File: config.mk
export PLATFORM = sky130hd
export DESIGN_NAME = ifc_regs
export DESIGN_NICKNAME = d
export VERILOG_FILES = /design/src/ifc_pkg.sv /design/src/ifc_regs.sv
export SDC_FILE = /design/constraint.sdc
export NUM_CORES = 1
export LEC_CHECK = 0
export BUFFER_PORTS_ARGS = -buffer_cell sky130_fd_sc_hd__clkbuf_2
export CAP_MARGIN = 30
export CORE_UTILIZATION = 44
export DETAILED_ROUTE_END_ITERATION = 12
export PLACE_DENSITY = 0.87
export SLEW_MARGIN = 20
export SYNTH_ARGS = -nofsm -noshare
export SYNTH_HDL_FRONTEND = slang
export SYNTH_SLANG_ARGS = --single-unit
File: constraint.sdc
create_clock -name pclk -period 1.4 [get_ports pclk]
set_input_delay 0.21 -clock pclk [delete_from_list [all_inputs] [get_ports pclk]]
set_output_delay 0.21 -clock pclk [all_outputs]
set_load 0.005 [all_outputs]
File: src/ifc_pkg.sv
// Package for the interrupt flag and control register block.
// Assumes an APB3 master with 32-bit data and one aligned word per register.
package ifc_pkg;

   // ----------------------------------------------------------------
   // Register byte offsets
   // ----------------------------------------------------------------
   localparam logic [7:0] OFF_CTL_ONE = 8'h00;
   localparam logic [7:0] OFF_CTL_TWO = 8'h04;
   localparam logic [7:0] OFF_FLAGS0 = 8'h08;
   localparam logic [7:0] OFF_FLAGS1 = 8'h0c;
   localparam logic [7:0] OFF_IRQ_STS = 8'h10;
   localparam logic [7:0] OFF_IRQ_MSK = 8'h14;

   // ----------------------------------------------------------------
   // Field positions
   // ----------------------------------------------------------------
   localparam int B_ADDR_ERR = 3;
   localparam int B_STACK_ERR = 2;
   localparam int B_OSC_FAIL = 1;
   localparam int B_ALT_IVT = 15;
   localparam int B_TIMED_DIS = 14;
   localparam int N_EXT = 5;
   localparam int B_EXT0_W0 = 0;
   localparam int B_EXT1_W1 = 4;
   localparam int B_EXT2_W1 = 13;
   localparam int B_STS_F0 = 3;
   localparam int B_STS_F1 = 4;
   localparam int B_EP0 = 0;
   localparam int B_EP1 = 1;
   localparam int B_EP2 = 2;
   localparam int B_EP3 = 3;
   localparam int B_EP4 = 4;

   // ----------------------------------------------------------------
   // Request source positions in the flag words
   // ----------------------------------------------------------------
   localparam int B_DMA1_W0 = 14;
   localparam int B_CONV1_W0 = 13;
   localparam int B_SER1_TX_W0 = 12;
   localparam int B_SER1_RX_W0 = 11;
   localparam int B_SPI1_EV_W0 = 10;
   localparam int B_SPI1_FLT_W0 = 9;
   localparam int B_TMR3_W0 = 8;
   localparam int B_TMR2_W0 = 7;
   localparam int B_CMP2_W0 = 6;
   localparam int B_CAP2_W0 = 5;
   localparam int B_DMA0_W0 = 4;
   localparam int B_TMR1_W0 = 3;
   localparam int B_CMP1_W0 = 2;
   localparam int B_CAP1_W0 = 1;
   localparam int B_SER2_TX_W1 = 15;
   localparam int B_SER2_RX_W1 = 14;
   localparam int B_TMR5_W1 = 12;
   localparam int B_TMR4_W1 = 11;
   localparam int B_CMP4_W1 = 10;
   localparam int B_CMP3_W1 = 9;
   localparam int B_DMA2_W1 = 8;
   localparam int B_CAP8_W1 = 7;
   localparam int B_CAP7_W1 = 6;
   localparam int B_CONV2_W1 = 5;
   localparam int B_PIN_CHG_W1 = 3;
   localparam int B_I2C1_MST_W1 = 1;
   localparam int B_I2C1_SLV_W1 = 0;

   // ----------------------------------------------------------------
   // Implemented bits and reset values
   // ----------------------------------------------------------------
   localparam logic [15:0] CTL1_MASK = 16'h000e;
   localparam logic [15:0] CTL2_WMASK = 16'h801f;
   localparam logic [15:0] FLAGS0_MASK = 16'h7fff;
   localparam logic [15:0] FLAGS1_MASK = 16'hfffb;
   localparam logic [4:0] IRQ_MASK = 5'h1f;
   localparam logic [15:0] RST_WORD = 16'h0000;
   localparam logic [4:0] RST_IRQ = 5'h00;

   // ----------------------------------------------------------------
   // Carriers
   // ----------------------------------------------------------------
   typedef struct packed {
      logic addr_err;
      logic stack_err;
      logic osc_fail;
   } ifc_trap_s;

   typedef struct packed {
      logic [15:0] w1;
      logic [15:0] w0;
   } ifc_src_s;

endpackage

File: src/ifc_regs.sv
// Interrupt flag and control registers behind an APB3 slave.
// Assumes trap and peripheral request pulses on pclk; ext pins asynchronous.
//
// Function
// - Address error trap sets control-one bit 3
// - Stack error trap sets control-one bit 2
// - Oscillator failure trap sets control-one bit 1
// - Unimplemented bits always read as zero
// - Bit 15 selects alternate vector table
// - Bit 14 reads timed disable status
// - Polarity bit 1 negative edge, 0 positive
// - Flags set by requests, software read/write
// - Flag word0 low byte source layout
// - Flag word0 high byte source layout
// - Flag word1 high byte source layout
// - Flag word1 low byte source layout
// - Control two and flags clear at reset
`timescale 1ns/1ps
`default_nettype none

module ifc_regs (
   input wire logic pclk,
   input wire logic presetn,
   input wire logic psel,
   input wire logic penable,
   input wire logic pwrite,
   input wire logic [7:0] paddr,
   input wire logic [31:0] pwdata,
   output logic [31:0] prdata,
   output logic pready,
   output logic pslverr,
   input wire ifc_pkg::ifc_trap_s trap_evt,
   input wire ifc_pkg::ifc_src_s src_req,
   input wire logic timed_irq_disable_active,
   input wire logic [4:0] ext_irq_pin,
   output logic alt_vector_table_select,
   output ifc_pkg::ifc_src_s flags_out,
   output logic [4:0] ext_edge_pulse,
   output logic irq
);

   // ----------------------------------------------------------------
   // State
   // ----------------------------------------------------------------
   logic [15:0] ctl1_q;
   logic [15:0] ctl2_q;
   logic [15:0] flags0_q;
   logic [15:0] flags1_q;
   logic [4:0] sts_q;
   logic [4:0] msk_q;
   logic [4:0] sync1_q;
   logic [4:0] sync2_q;
   logic [4:0] prev_q;
   logic [4:0] edge_q;
   logic dis_q;
   logic [31:0] prdata_q;
   logic pready_q;
   logic pslverr_q;
   logic irq_q;
   logic [4:0] edge_d;
   logic wr;
   logic mapped;
   logic [15:0] set0;
   logic [15:0] set1;
   logic [15:0] trap_set;
   logic [4:0] sts_set;
   logic [31:0] rd_d;
   logic flag0_any;
   logic flag1_any;
   logic [4:0] pol_v;

   // Named views of the control fields
   logic address_error_trap_flag;
   logic stack_error_trap_flag;
   logic osc_failure_trap_flag;
   logic ext_irq0_edge_polarity;
   logic ext_irq1_edge_polarity;
   logic ext_irq2_edge_polarity;
   logic ext_irq3_edge_polarity;
   logic ext_irq4_edge_polarity;

   // Named request lines, one per flag
   logic dma_ch1_done_flag_req;
   logic conv1_done_flag_req;
   logic serial1_tx_flag_req;
   logic serial1_rx_flag_req;
   logic spi1_event_flag_req;
   logic spi1_fault_flag_req;
   logic timer3_flag_req;
   logic timer2_flag_req;
   logic compare2_flag_req;
   logic capture2_flag_req;
   logic dma_ch0_done_flag_req;
   logic timer1_flag_req;
   logic compare1_flag_req;
   logic capture1_flag_req;
   logic ext_irq0_flag_req;
   logic serial2_tx_flag_req;
   logic serial2_rx_flag_req;
   logic ext_irq2_flag_req;
   logic timer5_flag_req;
   logic timer4_flag_req;
   logic compare4_flag_req;
   logic compare3_flag_req;
   logic dma_ch2_done_flag_req;
   logic capture8_flag_req;
   logic capture7_flag_req;
   logic conv2_done_flag_req;
   logic ext_irq1_flag_req;
   logic pin_change_flag_req;
   logic i2c1_master_event_flag_req;
   logic i2c1_slave_event_flag_req;

   // ----------------------------------------------------------------
   // APB slave
   // ----------------------------------------------------------------
   // Data is looked up in the setup cycle so prdata comes from a flop
   // and the access phase always completes with no wait state.
   assign wr = psel & penable & pready_q & pwrite;

   always_comb begin
      mapped = 1'b1;
      rd_d = 32'h0000_0000;
      if (paddr == ifc_pkg::OFF_CTL_ONE) begin
         // Bit 0 and the upper bits stay zero
         rd_d[ifc_pkg::B_ADDR_ERR] = address_error_trap_flag;
         rd_d[ifc_pkg::B_STACK_ERR] = stack_error_trap_flag;
         rd_d[ifc_pkg::B_OSC_FAIL] = osc_failure_trap_flag;
      end else if (paddr == ifc_pkg::OFF_CTL_TWO) begin
         // Bits 13 to 5 stay zero
         rd_d[ifc_pkg::B_ALT_IVT] = ctl2_q[ifc_pkg::B_ALT_IVT];
         rd_d[ifc_pkg::N_EXT-1:0] = pol_v;
         rd_d[ifc_pkg::B_TIMED_DIS] = dis_q;
      end else if (paddr == ifc_pkg::OFF_FLAGS0) begin
         rd_d[15:0] = flags0_q & ifc_pkg::FLAGS0_MASK;
      end else if (paddr == ifc_pkg::OFF_FLAGS1) begin
         rd_d[15:0] = flags1_q & ifc_pkg::FLAGS1_MASK;
      end else if (paddr == ifc_pkg::OFF_IRQ_STS) begin
         rd_d[4:0] = sts_q;
      end else if (paddr == ifc_pkg::OFF_IRQ_MSK) begin
         rd_d[4:0] = msk_q;
      end else begin
         mapped = 1'b0;
      end
   end

   always_ff @(posedge pclk or negedge presetn) begin
      if (!presetn) begin
         pready_q <= 1'b0;
         pslverr_q <= 1'b0;
         prdata_q <= 32'h0000_0000;
      end else begin
         // Unmapped writes fall through the decode; only the error marks them
         pready_q <= psel & ~penable;
         pslverr_q <= psel & ~penable & ~mapped;
         if (psel & ~penable & ~pwrite) begin
            prdata_q <= rd_d;
         end
      end
   end

   // ----------------------------------------------------------------
   // External inputs
   // ----------------------------------------------------------------
   always_ff @(posedge pclk or negedge presetn) begin
      if (!presetn) begin
         sync1_q <= 5'h00;
         sync2_q <= 5'h00;
         prev_q <= 5'h00;
         edge_q <= 5'h00;
      end else begin
         // Two flops stand before any logic reads a pin
         sync1_q <= ext_irq_pin;
         sync2_q <= sync1_q;
         prev_q <= sync2_q;
         edge_q <= edge_d;
      end
   end

   assign ext_irq0_edge_polarity = ctl2_q[ifc_pkg::B_EP0];
   assign ext_irq1_edge_polarity = ctl2_q[ifc_pkg::B_EP1];
   assign ext_irq2_edge_polarity = ctl2_q[ifc_pkg::B_EP2];
   assign ext_irq3_edge_polarity = ctl2_q[ifc_pkg::B_EP3];
   assign ext_irq4_edge_polarity = ctl2_q[ifc_pkg::B_EP4];
   // Polarity vector feeds the detector loop
   assign pol_v = {ext_irq4_edge_polarity, ext_irq3_edge_polarity, ext_irq2_edge_polarity,
                   ext_irq1_edge_polarity, ext_irq0_edge_polarity};

   genvar i;
   generate
      for (i = 0; i < ifc_pkg::N_EXT; i++) begin : g_ext
         // Only a pin change makes an edge; a polarity change alone sets no flag.
         assign edge_d[i] = pol_v[i] ? (prev_q[i] & ~sync2_q[i])
                                      : (~prev_q[i] & sync2_q[i]);
      end
   endgenerate

   // ----------------------------------------------------------------
   // Control words
   // ----------------------------------------------------------------
   always_comb begin
      trap_set = 16'h0000;
      trap_set[ifc_pkg::B_ADDR_ERR] = trap_evt.addr_err;
      trap_set[ifc_pkg::B_STACK_ERR] = trap_evt.stack_err;
      trap_set[ifc_pkg::B_OSC_FAIL] = trap_evt.osc_fail;
   end

   // Trap flags as software sees them
   assign address_error_trap_flag = ctl1_q[ifc_pkg::B_ADDR_ERR];
   assign stack_error_trap_flag = ctl1_q[ifc_pkg::B_STACK_ERR];
   assign osc_failure_trap_flag = ctl1_q[ifc_pkg::B_OSC_FAIL];

   // Hardware set wins over a software write in the same cycle
   always_ff @(posedge pclk or negedge presetn) begin
      if (!presetn) begin
         ctl1_q <= ifc_pkg::RST_WORD;
      end else if (wr && paddr == ifc_pkg::OFF_CTL_ONE) begin
         ctl1_q <= (pwdata[15:0] | trap_set) & ifc_pkg::CTL1_MASK;
      end else begin
         ctl1_q <= (ctl1_q | trap_set) & ifc_pkg::CTL1_MASK;
      end
   end

   always_ff @(posedge pclk or negedge presetn) begin
      if (!presetn) begin
         ctl2_q <= ifc_pkg::RST_WORD;
         dis_q <= 1'b0;
      end else begin
         dis_q <= timed_irq_disable_active;
         if (wr && paddr == ifc_pkg::OFF_CTL_TWO) begin
            ctl2_q <= pwdata[15:0] & ifc_pkg::CTL2_WMASK;
         end
      end
   end

   // ----------------------------------------------------------------
   // Flag words
   // ----------------------------------------------------------------
   // Word0 requests; struct bit 0 is unused, that flag comes from the
   // edge detector.
   assign dma_ch1_done_flag_req = src_req.w0[ifc_pkg::B_DMA1_W0];
   assign conv1_done_flag_req = src_req.w0[ifc_pkg::B_CONV1_W0];
   assign serial1_tx_flag_req = src_req.w0[ifc_pkg::B_SER1_TX_W0];
   assign serial1_rx_flag_req = src_req.w0[ifc_pkg::B_SER1_RX_W0];
   assign spi1_event_flag_req = src_req.w0[ifc_pkg::B_SPI1_EV_W0];
   assign spi1_fault_flag_req = src_req.w0[ifc_pkg::B_SPI1_FLT_W0];
   assign timer3_flag_req = src_req.w0[ifc_pkg::B_TMR3_W0];
   assign timer2_flag_req = src_req.w0[ifc_pkg::B_TMR2_W0];
   assign compare2_flag_req = src_req.w0[ifc_pkg::B_CMP2_W0];
   assign capture2_flag_req = src_req.w0[ifc_pkg::B_CAP2_W0];
   assign dma_ch0_done_flag_req = src_req.w0[ifc_pkg::B_DMA0_W0];
   assign timer1_flag_req = src_req.w0[ifc_pkg::B_TMR1_W0];
   assign compare1_flag_req = src_req.w0[ifc_pkg::B_CMP1_W0];
   assign capture1_flag_req = src_req.w0[ifc_pkg::B_CAP1_W0];
   assign ext_irq0_flag_req = edge_q[0];

   // Word1 requests; struct bits 4 and 13 are unused.
   assign serial2_tx_flag_req = src_req.w1[ifc_pkg::B_SER2_TX_W1];
   assign serial2_rx_flag_req = src_req.w1[ifc_pkg::B_SER2_RX_W1];
   assign timer5_flag_req = src_req.w1[ifc_pkg::B_TMR5_W1];
   assign timer4_flag_req = src_req.w1[ifc_pkg::B_TMR4_W1];
   assign compare4_flag_req = src_req.w1[ifc_pkg::B_CMP4_W1];
   assign compare3_flag_req = src_req.w1[ifc_pkg::B_CMP3_W1];
   assign dma_ch2_done_flag_req = src_req.w1[ifc_pkg::B_DMA2_W1];
   assign capture8_flag_req = src_req.w1[ifc_pkg::B_CAP8_W1];
   assign capture7_flag_req = src_req.w1[ifc_pkg::B_CAP7_W1];
   assign conv2_done_flag_req = src_req.w1[ifc_pkg::B_CONV2_W1];
   assign pin_change_flag_req = src_req.w1[ifc_pkg::B_PIN_CHG_W1];
   assign i2c1_master_event_flag_req = src_req.w1[ifc_pkg::B_I2C1_MST_W1];
   assign i2c1_slave_event_flag_req = src_req.w1[ifc_pkg::B_I2C1_SLV_W1];
   assign ext_irq1_flag_req = edge_q[1];
   assign ext_irq2_flag_req = edge_q[2];

   always_comb begin
      set0 = 16'h0000;
      set0[ifc_pkg::B_DMA1_W0] = dma_ch1_done_flag_req;
      set0[ifc_pkg::B_CONV1_W0] = conv1_done_flag_req;
      set0[ifc_pkg::B_SER1_TX_W0] = serial1_tx_flag_req;
      set0[ifc_pkg::B_SER1_RX_W0] = serial1_rx_flag_req;
      set0[ifc_pkg::B_SPI1_EV_W0] = spi1_event_flag_req;
      set0[ifc_pkg::B_SPI1_FLT_W0] = spi1_fault_flag_req;
      set0[ifc_pkg::B_TMR3_W0] = timer3_flag_req;
      set0[ifc_pkg::B_TMR2_W0] = timer2_flag_req;
      set0[ifc_pkg::B_CMP2_W0] = compare2_flag_req;
      set0[ifc_pkg::B_CAP2_W0] = capture2_flag_req;
      set0[ifc_pkg::B_DMA0_W0] = dma_ch0_done_flag_req;
      set0[ifc_pkg::B_TMR1_W0] = timer1_flag_req;
      set0[ifc_pkg::B_CMP1_W0] = compare1_flag_req;
      set0[ifc_pkg::B_CAP1_W0] = capture1_flag_req;
      set0[ifc_pkg::B_EXT0_W0] = ext_irq0_flag_req;

      set1 = 16'h0000;
      set1[ifc_pkg::B_SER2_TX_W1] = serial2_tx_flag_req;
      set1[ifc_pkg::B_SER2_RX_W1] = serial2_rx_flag_req;
      set1[ifc_pkg::B_EXT2_W1] = ext_irq2_flag_req;
      set1[ifc_pkg::B_TMR5_W1] = timer5_flag_req;
      set1[ifc_pkg::B_TMR4_W1] = timer4_flag_req;
      set1[ifc_pkg::B_CMP4_W1] = compare4_flag_req;
      set1[ifc_pkg::B_CMP3_W1] = compare3_flag_req;
      set1[ifc_pkg::B_DMA2_W1] = dma_ch2_done_flag_req;
      set1[ifc_pkg::B_CAP8_W1] = capture8_flag_req;
      set1[ifc_pkg::B_CAP7_W1] = capture7_flag_req;
      set1[ifc_pkg::B_CONV2_W1] = conv2_done_flag_req;
      set1[ifc_pkg::B_EXT1_W1] = ext_irq1_flag_req;
      set1[ifc_pkg::B_PIN_CHG_W1] = pin_change_flag_req;
      set1[ifc_pkg::B_I2C1_MST_W1] = i2c1_master_event_flag_req;
      set1[ifc_pkg::B_I2C1_SLV_W1] = i2c1_slave_event_flag_req;
   end

   always_ff @(posedge pclk or negedge presetn) begin
      if (!presetn) begin
         flags0_q <= ifc_pkg::RST_WORD;
      end else if (wr && paddr == ifc_pkg::OFF_FLAGS0) begin
         flags0_q <= (pwdata[15:0] | set0) & ifc_pkg::FLAGS0_MASK;
      end else begin
         flags0_q <= flags0_q | set0;
      end
   end

   always_ff @(posedge pclk or negedge presetn) begin
      if (!presetn) begin
         flags1_q <= ifc_pkg::RST_WORD;
      end else if (wr && paddr == ifc_pkg::OFF_FLAGS1) begin
         flags1_q <= (pwdata[15:0] | set1) & ifc_pkg::FLAGS1_MASK;
      end else begin
         flags1_q <= flags1_q | set1;
      end
   end

   // ----------------------------------------------------------------
   // Interrupt status and mask
   // ----------------------------------------------------------------
   assign flag0_any = |set0;
   assign flag1_any = |set1;

   // Trap bits first, then one summary bit per flag word
   always_comb begin
      sts_set = 5'h00;
      sts_set[2:0] = {trap_evt.addr_err, trap_evt.stack_err, trap_evt.osc_fail};
      sts_set[ifc_pkg::B_STS_F0] = flag0_any;
      sts_set[ifc_pkg::B_STS_F1] = flag1_any;
   end

   always_ff @(posedge pclk or negedge presetn) begin
      if (!presetn) begin
         sts_q <= ifc_pkg::RST_IRQ;
         msk_q <= ifc_pkg::RST_IRQ;
         irq_q <= 1'b0;
      end else begin
         irq_q <= |(sts_q & msk_q);
         if (wr && paddr == ifc_pkg::OFF_IRQ_STS) begin
            sts_q <= (sts_q & ~pwdata[4:0]) | sts_set;
         end else begin
            sts_q <= sts_q | sts_set;
         end
         if (wr && paddr == ifc_pkg::OFF_IRQ_MSK) begin
            msk_q <= pwdata[4:0] & ifc_pkg::IRQ_MASK;
         end
      end
   end

   // ----------------------------------------------------------------
   // Outputs
   // ----------------------------------------------------------------
   assign prdata = prdata_q;
   assign pready = pready_q;
   assign pslverr = pslverr_q;
   assign alt_vector_table_select = ctl2_q[ifc_pkg::B_ALT_IVT];
   assign flags_out.w0 = flags0_q;
   assign flags_out.w1 = flags1_q;
   assign ext_edge_pulse = edge_q;
   assign irq = irq_q;

endmodule

`default_nettype wire

==> results.txt <==
CORE AREA - 8760 um^2
Initial Util - 0.456
Clock Skew - 14.5 ps
Area contributors post-synth - dfrtp_1 (56%), nand2_1 (4.7%), mux2i_1 (4.5%), a211o_1 (3.9%), buf_4 (3.6%)
Share of cells above drive strength 1 - 0.420
Avg Cell Area, Syn - 11.0 um^2
Dpl hpwl - 8330 um
RSZ-0062 raised after global routing - true
Cell Area, Placed - 4880 um^2
Total die area - 9460 um^2
Synth Register Bits - 89
Antenna Diode Count - 0
Area Overhead vs Synth - 36.0%
First drt pass iteration count - 5
1st-iter DRT viols - 304
Post-route cell area - 5430 um^2
Max Cap Violations - 0
Fill cells - 672
Share of the clock period used by the worst path - 1.08
P_leak - 2.63 nW
Slew HR - 0.663
Setup violations, final - 40
Pint - 4.02 mW
Initial antenna violation count - 0
Seq/Total Area, Yosys - 0.558
PD cells - 981 nW/um^2
Number of flops mapped to enable cells by yosys - 0
Residual DRC count - 0
Via density - 5.81
Count leader, synth - dfrtp_1
Mapped Cells - 362
Hold Crit Class - input pin to flip-flop
Synth top cells by count - dfrtp_1 (89), nand2_1 (50), buf_4 (19)
Minimum clock period - 1510 ps
Fmax - 660 MHz
Multi-input gate area - 1760 um^2
Worst-margin pin slew - 501 ps
Root Driver - clkbuf_8
Required time worst endpoint - 1660 ps
Storage cell area - 2230 um^2
Number of distinct library cells after synthesis - 44
Sequential power share - 0.497
Critical Path AT - 1780 ps
Biggest area consumer among synthesized cells - dfrtp_1
Ys Warns - 0
Pins Over Slew Limit - 0
Hold Fails Final Rpt - 0
Synth top area share - 0.558
Clk Latency, worst-skew pair - 380 ps
Combinational fraction of design power - 0.087
Vias post-DR - 3,670
Ys async rst share - 1.00
Clock network power share - 0.416
CP Class - flip-flop to flip-flop
Chip width - 97.3 um
Die span in y - 97.3 um
Crit path capture type - flip-flop
Post-Syn Area - 3990 um^2
Grt total ovfl - 0
CTS sink count - 89
Net Sw Frac - 0.246
# rows - 34
Worst Setup Start Kind - flip-flop
Inserted Clock Buffers - 9
DRT antenna net count - 0
Status - complete, but fails checks
Drt total wl - 12,400 um
Peak supply drop - 0.000557 V
Clock transition at the registers of the reported paths - 100 ps
CTS tree - yes
Wire per inst - 19.6 um
Pin count of the biggest net entering global routing - 90
Num ports - 159
Vias in the first global route - 3,662
Failing checks - setup timing
Nets - 605
Post-Place Setup Slack - -364 ps
Port buffer count - 119
Final setup margin - -115 ps
Core Util, Final - 0.620
All-Layer GR Usage - 0.258
First-pass GRT wire length - 19,100 um
Ys flop type - dfrtp_1
Psw - 1.31 mW
Crit Path Max Fanout - 8
Number of H-tree levels - 3
Final GP Congestion - 0.833
Maximum clock insertion buffer count - 2
==> timing repair <==
action / CTS / global route
gates resized for setup: 19 / 28
endpoints found under the setup margin: 47 / 46
hold buffers: 7 / 0
cloned: 1 / 1
setup buffers: 4 / 1
endpoints found under the hold margin: 95 / 0
pin swaps: 20 / 19
==> sequential cells by signal (all words and copies together) (netlist names) <==
signal	count
pslverr	1
ctl1_q	3
sync2_q	5
sync1_q	5
prdata	16
pready	1
irq	1
flags0_q	15
flags1_q	15
prev_q	5
dis_q	1
sts_q	5
ctl2_q	6
msk_q	5
ext_edge_pulse	5
==> critical path, stage by stage, from the launching register on <==
cell and delay (ps):
dfrtp_1 360, nand4_1 110, buf_6 170, or4_4 600
nand2_2 100, nand2_1 60
==> final timing paths <==
path / from / to / slack, ps / cells after the start
max in group asynchronous: presetn / ctl1_q[1] / 590 / 3
setup reg to reg: pready / flags1_q[14] / -110 / 5
min in group asynchronous: presetn / flags0_q[14] / 410 / 3
hold / removal: src_req[9] / flags0_q[9] / 40 / 2
setup / recovery: pready / flags1_q[14] / -110 / 5
hold reg to reg: sync1_q[4] / sync2_q[4] / 360 / 0
==> per-layer routing <==
metal / global-route usage / vias to the layer above / share of wire
li1: - / 1586 / -
met1: 0.314 / 1811 / 0.39
met2: 0.450 / 229 / 0.50
met3: 0.0511 / 44 / 0.079
met4: 0.104 / 0 / 0.033
met5: 0 / - / 0
==> cell families after synthesis <==
group                  share of synthesized area
and+or+nand+nor                            0.169
DFF                                        0.558
AOI/OAI and AO/OA                          0.131
buffers and inverters                     0.0599
muxes                                     0.0818
other                                   0.000939
==> layout by cell type, fill, tap and decap left out, types with 11 or more instances in the layout <==
| cell type | n |
|---|---|
| clkbuf_2 | 118 |
| dfrtp_1 | 89 |
| nand2_1 | 32 |
| buf_4 | 29 |
| a211o_1 | 18 |
| mux2i_1 | 18 |
| conb_1 | 18 |
| nand2_2 | 17 |
| a31oi_1 | 16 |
| and3_1 | 16 |
| mux2_4 | 11 |
==> layout make-up <==
cell class | instances | area share
Clock inverter | 7 | 0.0228
Tap cell | 108 | 0.0249
Sequential cell | 89 | 0.410
Clock buffer | 9 | 0.0228
Timing Repair Buffer | 164 | 0.194
Multi-Input combinational cell | 253 | 0.324
Inverter | 2 | 0.00138
==> power groups by stage <==
stage	registers (mW)	logic [mW]	clock network, mW
floorplan	2.69	0.187	0
global placement	2.69	0.415	0
detailed placement	2.70	0.422	0
CTS	2.65	0.451	2.22
global route	2.65	0.503	2.34
finish	2.65	0.464	2.22
==> stage by stage <==
step	hold slack (ps)	setup TNS [ps]	cells	power [mW]
floorplan	-85.6	-9480	379	2.88
global placement	283	-16390	602	3.11
detailed placement	291	-17860	602	3.12
CTS	34.1	-367	630	5.32
global route	33.3	-3860	632	5.50
finish	40.8	-1690	632	5.33
Power figures use the tool's default switching activity.
